===== src/pls_pkg.sv =====
// shared constants for the companding law selector
package pls_pkg;

	// ***************************************************************
	// register map (word indexes, byte address is four times index)
	// ***************************************************************
	localparam logic [9:0] PLS_IDX_GUARD = 10'h001;
	localparam logic [9:0] PLS_IDX_GLOBAL = 10'h03f;
	localparam logic [9:0] PLS_IDX_CHAN_FIRST = 10'h040;
	localparam logic [9:0] PLS_IDX_CHAN_LAST = 10'h05f;
	localparam logic [9:0] PLS_IDX_STATUS = 10'h060;

	// ***************************************************************
	// reset values and the write guard key
	// ***************************************************************
	localparam logic [7:0] PLS_GUARD_KEY = 8'h95;
	localparam logic [7:0] PLS_GUARD_RST = 8'h00;
	localparam logic [7:0] PLS_GLOBAL_RST = 8'h00;
	localparam logic [7:0] PLS_CHAN_RST = 8'h00;

	// ***************************************************************
	// field positions
	// ***************************************************************
	localparam int PLS_G_CHAN_SEL = 3;
	localparam int PLS_G_BYPASS = 2;
	localparam int PLS_G_NEAR = 1;
	localparam int PLS_G_FAR = 0;
	localparam int PLS_C_BYPASS = 7;
	localparam int PLS_C_NEAR = 6;
	localparam int PLS_C_FAR = 5;
	localparam int PLS_C_CONV_DIS = 4;
	localparam int PLS_C_PROC_ONLY = 0;

	// ***************************************************************
	// encodings and sizes
	// ***************************************************************
	localparam logic PLS_LAW_MU = 1'b0;
	localparam logic PLS_LAW_A = 1'b1;
	localparam logic PLS_DIR_RECV = 1'b0;
	localparam logic PLS_DIR_SEND = 1'b1;
	localparam int PLS_CHANNELS = 32;
	localparam int PLS_FIFO_DEPTH = 8;
	localparam logic [7:0] PLS_A_XOR = 8'h55;
	localparam logic [15:0] PLS_MU_BIAS = 16'h0084;
	localparam logic [14:0] PLS_MU_CLIP = 15'h7f7b;

endpackage : pls_pkg

===== src/pls_fifo.sv =====
// small synchronous fifo with valid/ready on both sides and a fill level
module pls_fifo #(
	parameter int WIDTH = 16,
	parameter int DEPTH = 8
) (
	// clock and reset
	input wire logic clock,
	input wire logic rstn,
	// filling side
	input wire logic in_valid,
	output logic in_ready,
	input wire logic [WIDTH-1:0] in_data,
	// draining side
	output logic out_valid,
	input wire logic out_ready,
	output logic [WIDTH-1:0] out_data,
	// occupancy
	output logic [$clog2(DEPTH+1)-1:0] level
);
	localparam int AW = $clog2(DEPTH);
	localparam int LW = $clog2(DEPTH+1);

	logic [WIDTH-1:0] mem [DEPTH];
	logic [AW-1:0] wr_ptr_r, wr_ptr_nxt, rd_ptr_r, rd_ptr_nxt;
	logic [LW-1:0] count_r, count_nxt;
	logic push, pop;

	// full and empty come straight from the count
	assign in_ready = (count_r != LW'(DEPTH));
	assign out_valid = (count_r != '0);
	assign out_data = mem[rd_ptr_r];
	assign level = count_r;
	assign push = in_valid && in_ready;
	assign pop = out_valid && out_ready;

	// pointer wrap works for any depth, not only powers of two
	always_comb begin
		wr_ptr_nxt = wr_ptr_r;
		rd_ptr_nxt = rd_ptr_r;
		count_nxt = count_r;
		if (push) begin
			wr_ptr_nxt = (wr_ptr_r == AW'(DEPTH-1)) ? '0 : AW'(wr_ptr_r + 1'b1);
		end
		if (pop) begin
			rd_ptr_nxt = (rd_ptr_r == AW'(DEPTH-1)) ? '0 : AW'(rd_ptr_r + 1'b1);
		end
		if (push && !pop) begin
			count_nxt = LW'(count_r + 1'b1);
		end else if (pop && !push) begin
			count_nxt = LW'(count_r - 1'b1);
		end
	end

	// storage has no reset; only pointers and count carry state
	always_ff @(posedge clock) begin
		if (!rstn) begin
			wr_ptr_r <= '0;
			rd_ptr_r <= '0;
			count_r <= '0;
		end else begin
			wr_ptr_r <= wr_ptr_nxt;
			rd_ptr_r <= rd_ptr_nxt;
			count_r <= count_nxt;
		end
		if (push) begin
			mem[wr_ptr_r] <= in_data;
		end
	end

endmodule : pls_fifo


===== src/pls_law_select.sv =====
// per-channel companding law selection and a/mu transcoding with apb registers
// How it works
// - per-channel mode uses channel bits 7..5
// - global mode uses global bits 2..0
// - global mode disabled channel: global bypass law
// - global mode near side follows global near bit
// - global mode far side follows global far bit
// - register, inband or serial source disables conversion
// - both laws switch to bypass law while disabled
// - channel law bits ignored in global mode
// - per-channel disabled channel: its bypass law
// - per-channel near side follows channel near bit
// - per-channel far side follows channel far bit
// - conversion disable overrides near and far laws
// - law registers write protected, reset to zero
// - thirty-two channel registers at 40h to 5fh
// - processor-only bit masks hardware disable sources
module pls_law_select #(
	parameter int CHANNELS = pls_pkg::PLS_CHANNELS,
	parameter int FIFO_DEPTH = pls_pkg::PLS_FIFO_DEPTH
) (
	// clock and reset
	input wire logic clock,
	input wire logic rstn,
	// apb register bus
	input wire logic psel,
	input wire logic penable,
	input wire logic pwrite,
	input wire logic [11:0] paddr,
	input wire logic [31:0] pwdata,
	output logic [31:0] prdata,
	output logic pready,
	output logic pslverr,
	// hardware conversion disable source (asynchronous pin)
	input wire logic serial_conv_disable,
	// incoming samples
	input wire logic in_valid,
	output logic in_ready,
	input wire logic [4:0] in_channel,
	input wire logic in_dir,
	input wire logic in_inband_command_code,
	input wire logic [7:0] in_data,
	// outgoing samples
	output logic out_valid,
	input wire logic out_ready,
	output logic [4:0] out_channel,
	output logic out_dir,
	output logic out_law,
	output logic [7:0] out_data
);
	localparam int FW = 15;
	localparam int LW = $clog2(FIFO_DEPTH+1);
	// ***************************************************************
	// g.711 helpers
	// ***************************************************************
	// code to sign/magnitude linear, both laws on a 16-bit scale
	function automatic logic [15:0] pls_to_lin(input logic [7:0] code, input logic law);
		logic [7:0] x;
		logic [2:0] e;
		logic [15:0] m;
		logic neg;
		if (law == pls_pkg::PLS_LAW_A) begin
			x = code ^ pls_pkg::PLS_A_XOR;
			neg = ~x[7];
			e = x[6:4];
			if (e == 3'h0) begin
				m = {8'h00, x[3:0], 4'h8};
			end else begin
				m = {7'h00, 1'b1, x[3:0], 4'h8} << (e - 3'h1);
			end
		end else begin
			x = ~code;
			neg = x[7];
			e = x[6:4];
			m = 16'({8'h00, 1'b1, x[3:0], 3'h4} << e) - pls_pkg::PLS_MU_BIAS;
		end
		return {neg, m[14:0]};
	endfunction : pls_to_lin
	// sign/magnitude linear back to a code of the given law
	function automatic logic [7:0] pls_to_code(input logic [15:0] lin, input logic law);
		logic [14:0] mag;
		logic [15:0] b;
		logic [2:0] e;
		logic [3:0] man;
		mag = lin[14:0];
		e = 3'h0;
		b = 16'h0000;
		if (law == pls_pkg::PLS_LAW_A) begin
			for (int i = 8; i < 15; i++) begin
				if (mag[i]) begin
					e = 3'(i - 7);
				end
			end
			man = (e == 3'h0) ? mag[7:4] : 4'(mag >> (4'(e) + 4'h3));
			return {~lin[15], e, man} ^ pls_pkg::PLS_A_XOR;
		end
		// mu-law clips before the bias so the sum never overflows
		b = {1'b0, (mag > pls_pkg::PLS_MU_CLIP) ? pls_pkg::PLS_MU_CLIP : mag} + pls_pkg::PLS_MU_BIAS;
		for (int i = 8; i < 15; i++) begin
			if (b[i]) begin
				e = 3'(i - 7);
			end
		end
		man = 4'(b >> (4'(e) + 4'h3));
		return ~{lin[15], e, man};
	endfunction : pls_to_code
	// effective {disabled, input law, output law} of one sample
	function automatic logic [2:0] pls_eff(input logic [7:0] g, input logic [7:0] c, input logic dir,
		input logic hw_dis);
		logic dis, near, far, byp;
		dis = c[pls_pkg::PLS_C_CONV_DIS] | (~c[pls_pkg::PLS_C_PROC_ONLY] & hw_dis);
		if (g[pls_pkg::PLS_G_CHAN_SEL]) begin
			near = c[pls_pkg::PLS_C_NEAR];
			far = c[pls_pkg::PLS_C_FAR];
			byp = c[pls_pkg::PLS_C_BYPASS];
		end else begin
			near = g[pls_pkg::PLS_G_NEAR];
			far = g[pls_pkg::PLS_G_FAR];
			byp = g[pls_pkg::PLS_G_BYPASS];
		end
		if (dis) begin
			return {1'b1, byp, byp};
		end
		// receive runs far to near, send runs near to far
		return {1'b0, (dir == pls_pkg::PLS_DIR_SEND) ? near : far, (dir == pls_pkg::PLS_DIR_SEND) ? far : near};
	endfunction : pls_eff
	// ***************************************************************
	// register file
	// ***************************************************************
	logic [7:0] guard_r, guard_nxt, global_r, global_nxt;
	logic [7:0] chan_r [CHANNELS], chan_nxt [CHANNELS];
	logic [31:0] prdata_r, prdata_nxt;
	logic [9:0] idx;
	logic pready_r, pready_nxt, pslverr_r, pslverr_nxt, unlocked, is_chan, commit;
	logic [4:0] last_channel_r, last_channel_nxt;
	logic last_dis_r, last_dis_nxt, last_in_law_r, last_in_law_nxt, last_out_law_r, last_out_law_nxt;

	assign idx = paddr[11:2];
	assign unlocked = (guard_r == pls_pkg::PLS_GUARD_KEY);
	assign is_chan = (idx >= pls_pkg::PLS_IDX_CHAN_FIRST) && (idx <= pls_pkg::PLS_IDX_CHAN_LAST);
	assign commit = psel && penable && pready_r;

	// decode in setup, answer in the first access cycle, commit on that edge
	always_comb begin
		guard_nxt = guard_r;
		global_nxt = global_r;
		chan_nxt = chan_r;
		prdata_nxt = prdata_r;
		pready_nxt = psel && !penable;
		pslverr_nxt = 1'b0;
		if (psel && !penable) begin
			prdata_nxt = 32'h0000_0000;
			if (paddr[1:0] != 2'h0) begin
				pslverr_nxt = 1'b1;
			end else if (idx == pls_pkg::PLS_IDX_GUARD) begin
				prdata_nxt = {24'h00_0000, guard_r};
			end else if (idx == pls_pkg::PLS_IDX_GLOBAL) begin
				prdata_nxt = {24'h00_0000, global_r};
				pslverr_nxt = pwrite && !unlocked;
			end else if (is_chan) begin
				prdata_nxt = {24'h00_0000, chan_r[idx[4:0]]};
				pslverr_nxt = pwrite && !unlocked;
			end else if (idx == pls_pkg::PLS_IDX_STATUS) begin
				prdata_nxt = {19'h0_0000, last_channel_r, 4'h0, last_out_law_r, last_in_law_r, last_dis_r, unlocked};
				pslverr_nxt = pwrite;
			end else begin
				pslverr_nxt = 1'b1;
			end
		end
		// a refused write was flagged in setup and changes nothing here
		if (commit && pwrite && !pslverr_r) begin
			if (idx == pls_pkg::PLS_IDX_GUARD) begin
				guard_nxt = pwdata[7:0];
			end else if (idx == pls_pkg::PLS_IDX_GLOBAL) begin
				global_nxt = {4'h0, pwdata[3:0]};
			end else if (is_chan) begin
				chan_nxt[idx[4:0]] = pwdata[7:0];
			end
		end
	end
	// register state, reset values hold until the first guarded write
	always_ff @(posedge clock) begin
		if (!rstn) begin
			guard_r <= pls_pkg::PLS_GUARD_RST;
			global_r <= pls_pkg::PLS_GLOBAL_RST;
			for (int i = 0; i < CHANNELS; i++) begin
				chan_r[i] <= pls_pkg::PLS_CHAN_RST;
			end
			prdata_r <= 32'h0000_0000;
			pready_r <= 1'b0;
			pslverr_r <= 1'b0;
		end else begin
			guard_r <= guard_nxt;
			global_r <= global_nxt;
			chan_r <= chan_nxt;
			prdata_r <= prdata_nxt;
			pready_r <= pready_nxt;
			pslverr_r <= pslverr_nxt;
		end
	end

	assign prdata = prdata_r;
	assign pready = pready_r;
	assign pslverr = pslverr_r;
	// ***************************************************************
	// sample path
	// ***************************************************************
	logic ser_meta_r, ser_meta_nxt, ser_sync_r, ser_sync_nxt, in_ready_r, in_ready_nxt;
	logic s_valid_r, s_valid_nxt, s_dir_r, s_dir_nxt, s_law_r, s_law_nxt;
	logic s_in_law_r, s_in_law_nxt, s_dis_r, s_dis_nxt;
	logic [4:0] s_channel_r, s_channel_nxt;
	logic [7:0] s_data_r, s_data_nxt;
	logic out_valid_r, out_valid_nxt, out_dir_r, out_dir_nxt, out_law_r, out_law_nxt;
	logic [4:0] out_channel_r, out_channel_nxt;
	logic [7:0] out_data_r, out_data_nxt;
	logic [2:0] eff;
	logic accept, fifo_in_ready, fifo_out_valid, fifo_out_ready;
	logic [FW-1:0] fifo_out_data;
	logic [LW-1:0] fifo_level;

	assign eff = pls_eff(global_r, chan_r[in_channel], in_dir, in_inband_command_code | ser_sync_r);
	assign accept = in_valid && in_ready_r && (!s_valid_r || fifo_in_ready);
	assign fifo_out_ready = !out_valid_r || out_ready;

	// laws are looked up per sample, so a register change hits the next sample
	always_comb begin
		ser_meta_nxt = serial_conv_disable;
		ser_sync_nxt = ser_meta_r;
		s_valid_nxt = s_valid_r && !fifo_in_ready;
		s_channel_nxt = s_channel_r;
		s_dir_nxt = s_dir_r;
		s_law_nxt = s_law_r;
		s_in_law_nxt = s_in_law_r;
		s_dis_nxt = s_dis_r;
		s_data_nxt = s_data_r;
		last_channel_nxt = last_channel_r;
		last_dis_nxt = last_dis_r;
		last_in_law_nxt = last_in_law_r;
		last_out_law_nxt = last_out_law_r;
		if (accept) begin
			s_valid_nxt = 1'b1;
			s_channel_nxt = in_channel;
			s_dir_nxt = in_dir;
			s_dis_nxt = eff[2];
			s_in_law_nxt = eff[1];
			s_law_nxt = eff[0];
			s_data_nxt = (eff[1] != eff[0]) ? pls_to_code(pls_to_lin(in_data, eff[1]), eff[0]) : in_data;
			last_channel_nxt = in_channel;
			last_dis_nxt = eff[2];
			last_in_law_nxt = eff[1];
			last_out_law_nxt = eff[0];
		end
		// stage plus fifo may hold up to depth words; two slots cover the ready lag
		in_ready_nxt = (LW'(fifo_level) + LW'(s_valid_nxt)) <= LW'(FIFO_DEPTH - 2);
		out_valid_nxt = out_valid_r && !out_ready;
		out_channel_nxt = out_channel_r;
		out_dir_nxt = out_dir_r;
		out_law_nxt = out_law_r;
		out_data_nxt = out_data_r;
		if (fifo_out_valid && fifo_out_ready) begin
			out_valid_nxt = 1'b1;
			{out_channel_nxt, out_dir_nxt, out_law_nxt, out_data_nxt} = fifo_out_data;
		end
	end
	// sample path state
	always_ff @(posedge clock) begin
		if (!rstn) begin
			ser_meta_r <= 1'b0;
			ser_sync_r <= 1'b0;
			s_valid_r <= 1'b0;
			s_channel_r <= 5'h00;
			s_dir_r <= 1'b0;
			s_law_r <= 1'b0;
			s_in_law_r <= 1'b0;
			s_dis_r <= 1'b0;
			s_data_r <= 8'h00;
			last_channel_r <= 5'h00;
			last_dis_r <= 1'b0;
			last_in_law_r <= 1'b0;
			last_out_law_r <= 1'b0;
			in_ready_r <= 1'b0;
			out_valid_r <= 1'b0;
			out_channel_r <= 5'h00;
			out_dir_r <= 1'b0;
			out_law_r <= 1'b0;
			out_data_r <= 8'h00;
		end else begin
			ser_meta_r <= ser_meta_nxt;
			ser_sync_r <= ser_sync_nxt;
			s_valid_r <= s_valid_nxt;
			s_channel_r <= s_channel_nxt;
			s_dir_r <= s_dir_nxt;
			s_law_r <= s_law_nxt;
			s_in_law_r <= s_in_law_nxt;
			s_dis_r <= s_dis_nxt;
			s_data_r <= s_data_nxt;
			last_channel_r <= last_channel_nxt;
			last_dis_r <= last_dis_nxt;
			last_in_law_r <= last_in_law_nxt;
			last_out_law_r <= last_out_law_nxt;
			in_ready_r <= in_ready_nxt;
			out_valid_r <= out_valid_nxt;
			out_channel_r <= out_channel_nxt;
			out_dir_r <= out_dir_nxt;
			out_law_r <= out_law_nxt;
			out_data_r <= out_data_nxt;
		end
	end
	// buffer between the transcoder and the output register
	pls_fifo #(.WIDTH(FW), .DEPTH(FIFO_DEPTH)) u_fifo (
		.clock(clock),
		.rstn(rstn),
		.in_valid(s_valid_r),
		.in_ready(fifo_in_ready),
		.in_data({s_channel_r, s_dir_r, s_law_r, s_data_r}),
		.out_valid(fifo_out_valid),
		.out_ready(fifo_out_ready),
		.out_data(fifo_out_data),
		.level(fifo_level)
	);
	assign in_ready = in_ready_r;
	assign out_valid = out_valid_r;
	assign out_channel = out_channel_r;
	assign out_dir = out_dir_r;
	assign out_law = out_law_r;
	assign out_data = out_data_r;
endmodule : pls_law_select


===== config.mk =====
export PLATFORM = sky130hd
export DESIGN_NAME = pls_law_select
export DESIGN_NICKNAME = d
export VERILOG_FILES = /design/src/pls_pkg.sv /design/src/pls_fifo.sv /design/src/pls_law_select.sv
export SDC_FILE = /design/constraint.sdc
export NUM_CORES = 1
export LEC_CHECK = 0
export BUFFER_PORTS_ARGS = -buffer_cell sky130_fd_sc_hd__clkbuf_2
export CAP_MARGIN = 20
export CORE_MARGIN = 5
export CORE_UTILIZATION = 52
export CTS_CLUSTER_DIAMETER = 80
export DETAILED_ROUTE_END_ITERATION = 8
export PLACE_DENSITY = 0.72
export REMOVE_ABC_BUFFERS = 1
export SYNTH_ARGS = -nofsm -noshare
export SYNTH_HDL_FRONTEND = slang
export SYNTH_SLANG_ARGS = --single-unit

===== constraint.sdc =====
create_clock -name clock -period 5.4 [get_ports clock]
set_input_delay 0.81 -clock clock [delete_from_list [all_inputs] [get_ports clock]]
set_output_delay 0.81 -clock clock [all_outputs]
set_load 0.005 [all_outputs]

Word level (Yosys, flattened, before mapping)
Memories as Yosys holds them, arrays and structs flattened. A register that Yosys moved wholly into a read port is not among the register bits.
Index checks and enable logic that the tools add are counted.
W data, S select, Z words.
- output and inout bits: 51
- bits in writable memories: 120
- register bits: 334
- input port bits: 67
- memories: 1
- reduce and logical (&&, ||, !) cells: 37
- shift-type cells: 4
- multiplexer cells: 66
- add/subtract/negate cells: 10
- $lt $le $gt $ge: 7
- bitwise gates (word level): 14
- eq/ne operators: 8
- memories (memory ; words ; width ; rd ports ; clocked after memory_dff ; write ports ; RTL line ; RTL):
    u_fifo.mem ; 8 ; 15 ; 1 ; 1 ; 1 ; pls_fifo.sv:23 ; logic [WIDTH-1:0] mem [DEPTH];
- operators by type and width (operator ; number):
    $bwmux W256 ; 1
    $bmux W8 S5 ; 2
    $mux W3 ; 22
    $mux W8 ; 8
    $mux W15 ; 4
    $mux W13 ; 4
    $demux W8 S5 ; 1
    $mux W32 ; 1
    $mux W1 ; 20
    $add A15 B8 Y16 const B ; 1
    $logic_and A1 B1 Y1 ; 16
    $not A8 Y8 ; 2
    $shr A16 B4 Y4 ; 1
    $gt A15 B15 Y1 const B ; 1
    $shl A8 B3 Y15 ; 1
    $shl A9 B3 Y15 ; 1
    $shr A15 B4 Y4 ; 1
    $sub A15 B8 Y15 const B ; 1
    $ge A6 B6 Y1 const B ; 2
    $mux W4 ; 3
    $not A5 Y6 ; 2
    $eq A10 B1 Y1 const B ; 1
    $eq A10 B6 Y1 const B ; 1
    $eq A10 B7 Y1 const B ; 1
    26 further kinds ; 48

Logic depth before layout (Yosys ltp)
Gate-level depths: netlist of the first run.
- depth in word-level cells: 35
- mapped depth: 30
- mapped depth without buffers: 23

Cells and area by module
A second synthesis of the first run with hierarchy kept.
- cells, all modules: 2154
- area total of the unflattened synthesis: 23049.6 sq um
- modules (own cells, without submodules) (module ; times used ; area each (sq um) ; cells an instance ; sequential area each (sq um)):
    pls_law_select ; 1 ; 17753.3 ; 1906 ; 6406.1
    pls_fifo ; 1 ; 5296.3 ; 248 ; 3863.7

Least setup slack after synthesis of the first run
No wires, ideal clock.
- path kind: input-to-reg
- start: input port in_channel[1]
- end: register s_data_r[0]
- path buffers: 5
- stages on the path: 26
- required time: 5263 ps
- data arrival time: 5605 ps
- slack: -341 ps
- setup time: 137 ps
- path through: buf_6 > mux4_2 > mux2_2 > o21ai_1 > o21ai_1 > a32oi_2 > a211oi_4 > nor2_4 > buf_6 > buf_4 > clkbuf_1 > a21oi_1 > a31oi_1 > ha_1 > o211ai_1 > and2_1 > nor4_1 > o22a_1 > xnor2_1 > a22o_1 > o21bai_2 > buf_6 > mux2i_1 > o311ai_1 > o21ai_1 > a31oi_1
- word-level cells in the longest chain between the ends: 35
- elaborated cells on any way between the ends: 53
- ends and longest elaborated chain (item ; RTL line ; RTL):
    start: declaration ; pls_law_select.sv:39 ; input wire logic [4:0] in_channel,
    $not A5 Y6 (implied by the code) (*) ; pls_law_select.sv:221 ; assign eff = pls_eff(global_r, chan_r[in_channel], in_dir, in_inband_command_code | ser_sync_r);
    $bmux W8 S5 (*) ; pls_law_select.sv:221 ;
    $mux W8 (implied by the code) (*) (2 in a row) ; pls_law_select.sv:221 ;
    $not A1 Y1 ; pls_law_select.sv:111 ; dis = c[pls_pkg::PLS_C_CONV_DIS] | (~c[pls_pkg::PLS_C_PROC_ONLY] & hw_dis);
    $and A1 B1 Y1 ; pls_law_select.sv:111 ;
    $or A1 B1 Y1 ; pls_law_select.sv:111 ;
    $mux W1 ; pls_law_select.sv:121 ; if (dis) begin
    $mux W3 (*) ; pls_law_select.sv:125 ; return {1'b0, (dir == pls_pkg::PLS_DIR_SEND) ? near : far, (dir == pls_pkg::PLS_DIR_SEND) ? far : near};
    branches (longest 25 deep; another with $add A15 B8 Y16) ; - ;
    $mux W8 (*) ; pls_law_select.sv:247 ; s_data_nxt = (eff[1] != eff[0]) ? pls_to_code(pls_to_lin(in_data, eff[1]), eff[0]) : in_data;
    end signal: assignment ; pls_law_select.sv:296 ; s_data_r <= s_data_nxt;
    end: declaration ; pls_law_select.sv:212 ; logic [7:0] s_data_r, s_data_nxt;
Mark *: on every way between the ends. The select of a mux whose other input is x is not followed.
A chain may end at the register's enable or synchronous reset.

Worst setup path after layout of the first run
Ends and elaborated chain as after synthesis.

==> impl_metrics.py, run 1 <==
metrics = {
    "status": {
        "status": "finished, final reports clean",
    },
    "cells_and_area": {
        "fin_util": 0.596,
        "drive_above_1_share": 0.200,
        "layout.cells.non_filler": 2833,
        "layout.nets": 2293,
        "area_growth_syn_to_layout_pct": 13.2,
        "final_area_um2": 25700,
    },
    "synthesis": {
        "yosys.cell_types.count": 91,
        "synth_edf_count": 120,
        "cell_area_after_synthesis_um2": 22700,
        "seq_cells_post_synth": 450,
        "avgSynthCellArea_um2": 10.7,
        "register_area_share_after_synthesis": 0.449,
        "async_reset_ff_frac": 0,
        "ys_warn_count": 0,
        "synth_flop_cell": "dfxtp_1",
        "post_synth_inst_count": 2125,
    },
    "setup_path": {
        "timing.critical_path.mode_cell": "o21ai_1",
        "setup.worst_path.class": "input port to register",
        "worst_ep_required_time_ps": 5810,
        "timing.critical_path.buf_inv": 2,
        "crit_path_cell_trace": "buf_2, buf_6, mux4_2, mux2_2, o21ai_1, o21ai_2, a32oi_2, a211oi_4, a2111oi_0, ha_1, o211ai_1, and2_1, nor4_2, o22a_1, xnor2_1, a22o_1, o21bai_4, mux2i_1, o311ai_2, o21ai_1, a31oi_1",
        "cp_top_family": "compound AO/OA/AOI/OAI gates",
        "max_stage_delay_ps": 500,
        "cp-end-kind": "register",
        "critical_path_arrival_ps": 5590,
        "timing.reg2reg.setup_slack_ps": 550,
        "cpMaxStageDelayCell": "mux4_2",
        "crit_path_max_fanout": 7,
        "crit_path_start_kind": "input port",
    },
    "power": {
        "vdd.ir_drop.worst_v": 0.000264,
        "power.leakage_uw": 0.00956,
        "power.density_cell_area_nw_per_um2": 331,
    },
    "timing": {
        "timing.hold.ws_ps": 449,
        "worst-slew-pin-transition_ps": 1220,
        "timing.clock.skew_ps": 30.5,
        "timing_max_transition_violations_final": 0,
        "rel_slew_slack": 0.162,
        "setup_violations": 0,
        "min_period_ps": 5170,
        "hold_violations": 0,
        "grt_setup_unrepaired": "yes",
        "fmaxAchievable_mhz": 193,
        "fin_crit_sh": 0.958,
    },
    "clock_tree": {
        "clk-insertion-delay-late_ps": 590,
        "cts_root_buffer": "clkbuf_16",
        "tritoncts_clock_tree": "done",
        "ctsLongestPathBuffers": 3,
        "htree_num_levels": 2,
        "tritoncts_buffer_count": 46,
        "clock_sinks": 450,
        "worst_setup_hold_path_clk_slew_ps": 60,
    },
    "floorplanning": {
        "rows": 76,
        "floorplan.die_area_um2": 48000,
        "floorplan.die.height_um": 219,
        "coreArea_um2": 43200,
        "num_io_pins": 118,
        "die_x_um": 219,
        "initial_utilization": 0.526,
    },
    "placement": {
        "detailedPlacementHpwl_mm": 41.4,
        "postPlaceCellArea_um2": 24100,
        "numPortBuffers": 74,
        "placed_instance_count": 2747,
        "gp_congestion": 0.930,
    },
    "global_route": {
        "grt_pass1_wl_mm": 97.5,
        "grt_max_degree": 168,
        "initial_antenna_violation_count": 4,
        "total_global_routing_track_utilization": 0.257,
        "remaining_global_route_overflow": 0,
        "grt_pass1_vias": 16900,
    },
    "drt": {
        "wirelength_mm": 62.4,
        "drc": 0,
        "ant_nets": 0,
        "firstDrtPassIters": 7,
        "detailroute.via_count": 17300,
        "routedWlPerCell_um": 22.0,
        "drt-initial-drc-count": 1751,
        "routed_via_density": 6.09,
    },
    "worst_hold_path": {
        "hold_path_class": "input port to register",
    },
    "run": {
        "timing.max_cap.violations": 0,
    },
}
## through the flow
step / TNS (ps) / total power (uW) / worst slack (ps)
2_1_floorplan: -765 / 4790 / -238
3_3_place_gp: -3060 / 5370 / -538
3_5_place_dp: -4320 / 5420 / -726
4_1_cts: 0 / 8540 / 5.35
5_1_grt: -103 / 8890 / -60.8
6_report: 0 / 8520 / 226
## layer usage
| layer | global-route usage | vias to the layer above | part of all wire |
|---|---|---|---|
| met5 | 0 | - | 0.00040 |
| met4 | 0.0724 | 4 | 0.025 |
| met3 | 0.0457 | 109 | 0.082 |
| met2 | 0.413 | 695 | 0.47 |
| met1 | 0.360 | 8539 | 0.42 |
| li1 | - | 7910 | - |
## where the power goes
part / internal, uW / switching, uW / leakage [uW] / total (uW)
registers: 3590 / 96.7 / 0.00377 / 3690
clock network: 1800 / 1340 / 0.000724 / 3140
logic: 755 / 930 / 0.00507 / 1690
## layout by cell type, fill, tap and decap left out, drive strengths merged, types with 22 or more instances in the layout
| master | count |
|---|---|
| mux2i | 345 |
| nand2b | 26 |
| nor2 | 333 |
| o21ai | 84 |
| dfxtp | 330 |
| edfxtp | 120 |
| clkbuf | 132 |
| buf | 137 |
| nor3 | 27 |
| nand2 | 125 |
| a21oi | 103 |
| inv | 22 |
| a22oi | 30 |
| a211oi | 27 |
| mux4 | 111 |
## what timing repair did
action	CTS	global route
resized for setup	1	19
setup buffers	0	0
pin swaps	0	3
hold endpoints to repair	0	0
setup endpoints to repair	5	7
gates cloned	0	0
hold buffers	0	0
## layout make-up
| cell class | count | area, um2 |
|---|---|---|
| antenna | 2 | 5.00 |
| clock buffer | 62 | 1270 |
| clock inverter | 22 | 201 |
| fill | 3542 | 17500 |
| inverter | 20 | 82.6 |
| multi-input combinational | 1485 | 11800 |
| sequential | 450 | 10200 |
| tap | 585 | 732 |
| timing repair buffer | 207 | 1440 |
## synth_stat cells, types with 6 or more instances
library cell	count	share of area
mux2i_1	343	0.15
dfxtp_1	330	0.29
nor2_1	330	0.055
nand2_1	125	0.021
clkbuf_1	121	0.020
edfxtp_1	120	0.16
mux4_2	111	0.11
a21oi_1	102	0.022
o21ai_0	77	0.017
a22oi_1	29	0.0096
buf_4	29	0.0096
nor3_1	27	0.0059
nand2b_1	26	0.0072
a211oi_1	25	0.0083
buf_1	21	0.0035
nand3_1	19	0.0042
inv_1	18	0.0030
xnor2_1	18	0.0069
mux2_2	16	0.0079
nor2b_1	16	0.0044
o211ai_1	16	0.0053
ha_1	15	0.0083
o22ai_1	14	0.0039
or3_1	11	0.0030
nor4_1	10	0.0028
buf_2	9	0.0020
a31oi_1	8	0.0022
xor2_1	8	0.0031
buf_6	7	0.0035
o21ai_1	7	0.0015
and2_1	6	0.0017
nand3b_1	6	0.0020
nor3b_1	6	0.0020
## final timing paths
kind,to,startpoint,cells after the start
worst max-delay path,s_data_r[0]$_SDFFE_PN0P_,in_channel[1],21
worst min-delay path,ser_meta_r$_SDFF_PN0_,serial_conv_disable,2
worst max register to register,s_data_r[0]$_SDFFE_PN0P_,chan_r[118]$_SDFFE_PN0P_,25
worst min register to register,last_dis_r$_SDFFE_PN0P_,last_dis_r$_SDFFE_PN0P_,2
## flip-flops by register name, summed over array words and instances, names as in the netlist, 4 cells and up
register	flops
chan_r	256
u_fifo.mem	120
prdata	13
guard_r	8
out_data	8
s_data_r	8
out_channel	5
s_channel_r	5
global_r	4
u_fifo.level	4
## kinds of logic after synthesis
logic type | Yosys count | share of synthesized area
DFF | 450 | 0.449
adders and majority gates | 16 | 0.00914
and+or+nand+nor | 607 | 0.118
muxes | 473 | 0.272
xor gates and xnor gates | 27 | 0.0107
AOI/OAI and AO/OA | 343 | 0.0981
buffers and inverters | 208 | 0.0425
other | 1 | 0.000165
No activity file was read; power rests on OpenSTA's default activity.
==> run 2, diff against run 1 <==
Settings changed: ABC_AREA from default to 1, BUFFER_PORTS_ARGS -buffer_cell sky130_fd_sc_hd__clkbuf_2 to default, DONT_BUFFER_PORTS from default to 1, PLACE_DENSITY 0.72 to 0.7.
==> run 2 against run 1 <==
  * Critical path depth increased by 16
  * Maximum frequency rose by 13%
  * Highest routed layer is now met4
  * Largest power group unchanged
  * Sequential share of layout area is 3.3 points higher
  * Utilization shrank 2.8 points
  * Critical endpoint unchanged
==> impl_metrics.py, run 2 <==
metrics = {
    "drt": {
        "drt-initial-drc-count": 2364,
        "wl_met2_mm": 29.8,
        "wirelength_mm": 65.5,
        "routedWlPerCell_um": 19.8,
        "routed_via_density": 5.99,
        "routed-wl-met3_mm": 6.71,
        "met1Wirelength_mm": 26.8,
        "ant_nets": 0,
        "firstDrtPassIters": 6,
        "detailroute.via_count": 19900,
        "highest-signal-layer": "met4",
        "drc": 0,
    },
    "status": {
        "status": "finished, final reports clean",
    },
    "placement": {
        "postPlaceCellArea_um2": 22100,
        "detailedPlacementHpwl_mm": 41.0,
        "numPortBuffers": 0,
        "gp_congestion": 0.916,
    },
    "synthesis": {
        "yosys.cell_types.count": 56,
        "register_area_share_after_synthesis": 0.465,
        "synth_flop_cell": "dfxtp_1",
        "post-synth-top-area-fraction": 0.301,
        "synthDominantAreaCellType": "dfxtp_1",
        "post-synth-top-count-cell": "o21ai_0",
        "synth_edf_count": 120,
        "seq_cells_post_synth": 450,
        "ys_warn_count": 0,
        "async_reset_ff_frac": 0,
        "cell_area_after_synthesis_um2": 22000,
        "ys_top_cells_by_count": "o21ai_0 (433), a21oi_1 (379), inv_1 (365)",
        "ys_top_cells_by_area": "dfxtp_1 (30%), edfxtp_1 (16%), o21ai_0 (9.9%)",
        "post_synth_inst_count": 2844,
        "avgSynthCellArea_um2": 7.72,
    },
    "cells_and_area": {
        "largest_register_ff_count": 256,
        "final_area_um2": 23700,
        "drive_above_1_share": 0.0591,
        "layout_commonest_cell": "o21ai_0",
        "layout.nets": 2821,
        "area_growth_syn_to_layout_pct": 8.17,
        "layout.cells.most_common_list": "o21ai_0 (433), a21oi_1 (379), inv_1 (365)",
        "top_register": "chan_r",
        "fin_util": 0.567,
    },
    "worst_hold_path": {
        "hold_path_class": "input port to register",
    },
    "global_route": {
        "initial_antenna_violation_count": 1,
        "total_global_routing_track_utilization": 0.270,
        "grt_max_degree": 290,
        "grt_pass1_vias": 18800,
        "grt_pass1_wl_mm": 102,
        "remaining_global_route_overflow": 0,
    },
    "timing": {
        "fmaxAchievable_mhz": 219,
        "min_period_ps": 4580,
        "hold_violations": 0,
        "setup_total_negative_slack_ps": 0,
        "setup_violations": 0,
        "fin_crit_sh": 0.847,
        "worst-slew-pin-transition_ps": 1090,
        "timing.clock.skew_ps": 21.0,
        "rel_slew_slack": 0.268,
        "grt_setup_unrepaired": "no",
        "timing_max_transition_violations_final": 0,
    },
    "clock_tree": {
        "number_of_setup_buffers_added_after_cts": 0,
        "cts_root_buffer": "clkbuf_16",
        "post_cts_resize_count": 0,
        "tritoncts_buffer_count": 47,
        "tritoncts_clock_tree": "done",
        "worst_setup_hold_path_clk_slew_ps": 60,
        "clk-insertion-delay-late_ps": 600,
        "htree_num_levels": 2,
        "clock_sinks": 450,
        "cts_hold_buf": 0,
        "ctsLongestPathBuffers": 3,
    },
    "setup_path": {
        "setup.worst_path.class": "input port to register",
        "worst_ep_required_time_ps": 5910,
        "cpMaxStageDelayCell": "buf_12",
        "crit_path_start_kind": "input port",
        "critical_path_arrival_ps": 5090,
        "cp-end-kind": "register",
        "max_stage_delay_ps": 240,
        "crit_path_max_fanout": 104,
        "timing.critical_path.mode_cell": "nand2_1",
    },
    "power": {
        "sequentialPowerShare": 0.422,
        "total_switching_power_uw": 2600,
        "power.internal_uw": 6210,
        "p_sw_frac": 0.295,
        "p_clk_frac": 0.392,
        "power.leakage_uw": 0.00841,
        "power.density_cell_area_nw_per_um2": 371,
        "vdd.ir_drop.worst_v": 0.000233,
        "power_frac_comb": 0.185,
    },
    "floorplanning": {
        "num_io_pins": 118,
        "die_x_um": 215,
        "floorplan.die.height_um": 215,
        "floorplan.die_area_um2": 46400,
        "rows": 75,
        "initial_utilization": 0.525,
        "coreArea_um2": 41900,
    },
    "run": {
        "timing.max_cap.violations": 0,
    },
}
==> run 2: metrics by stage <==
stage / worst slack (ps) / std cells / hold slack (ps) / total power, uW
floorplan: 937 / 2649 / 390 / 4890
global placement: 393 / 3228 / 428 / 5360
detailed placement: 353 / 3228 / 436 / 5400
CTS: 956 / 3316 / 327 / 8840
global route: 213 / 3317 / 346 / 9210
finish: 824 / 3317 / 347 / 8820
==> run 2: kinds of logic (layout without fill, tap and decap cells) <==
family	Yosys count	count (layout)	synth area share
compound gates	1067	1067	0.272
simple gates	708	708	0.138
buf+inv	590	505	0.110
flops	450	450	0.465
fa+ha+maj	16	16	0.00946
xor+xnor	11	11	0.00473
other cells	1	20	0.000171
mux	1	1	0.000456
==> run 2: final cells by class <==
| type | count | area, um2 |
|---|---|---|
| Antenna cell | 1 | 2.50 |
| Clock buffer | 72 | 1440 |
| Clock inverter | 16 | 239 |
| Fill cell | 3770 | 18100 |
| Inverter | 377 | 1420 |
| Multi-Input combinational cell | 1822 | 9430 |
| Sequential cell | 450 | 10200 |
| Tap cell | 539 | 674 |
| Timing Repair Buffer | 40 | 338 |
==> run 2: power groups by stage <==
stage	clock network (uW)	registers, uW	logic [uW]
2_1_floorplan	0	3830	1060
3_3_place_gp	0	3790	1570
3_5_place_dp	0	3800	1610
4_1_cts	3500	3730	1610
5_1_grt	3640	3740	1830
6_report	3460	3720	1630
==> run 2: layer usage <==
| metal | track usage | vias up |
|---|---|---|
| met1 | 0.364 | 9235 |
| li1 | - | 9537 |
| met2 | 0.429 | 924 |
| met5 | 0 | - |
| met3 | 0.0647 | 164 |
| met4 | 0.0939 | 0 |
==> run 2: worst paths after layout <==
path	from	to	slack, ps	cells past startpoint
max	in_channel[0]	s_data_r[0]$_SDFFE_PN0P_	820	37
min	serial_conv_disable	ser_meta_r$_SDFF_PN0_	350	2
max reg2reg	chan_r[125]$_SDFFE_PN0P_	s_data_r[0]$_SDFFE_PN0P_	1070	35
min reg2reg	ser_meta_r$_SDFF_PN0_	ser_sync_r$_SDFF_PN0_	440	2
==> run 2: critical path, delay by kind of cell <==
| family | cells | cell delay [ps] |
|---|---|---|
| compound gates | 2 | 270 |
| fa+ha+maj | 1 | 220 |
| buf+inv | 6 | 680 |
| simple gates | 28 | 3060 |
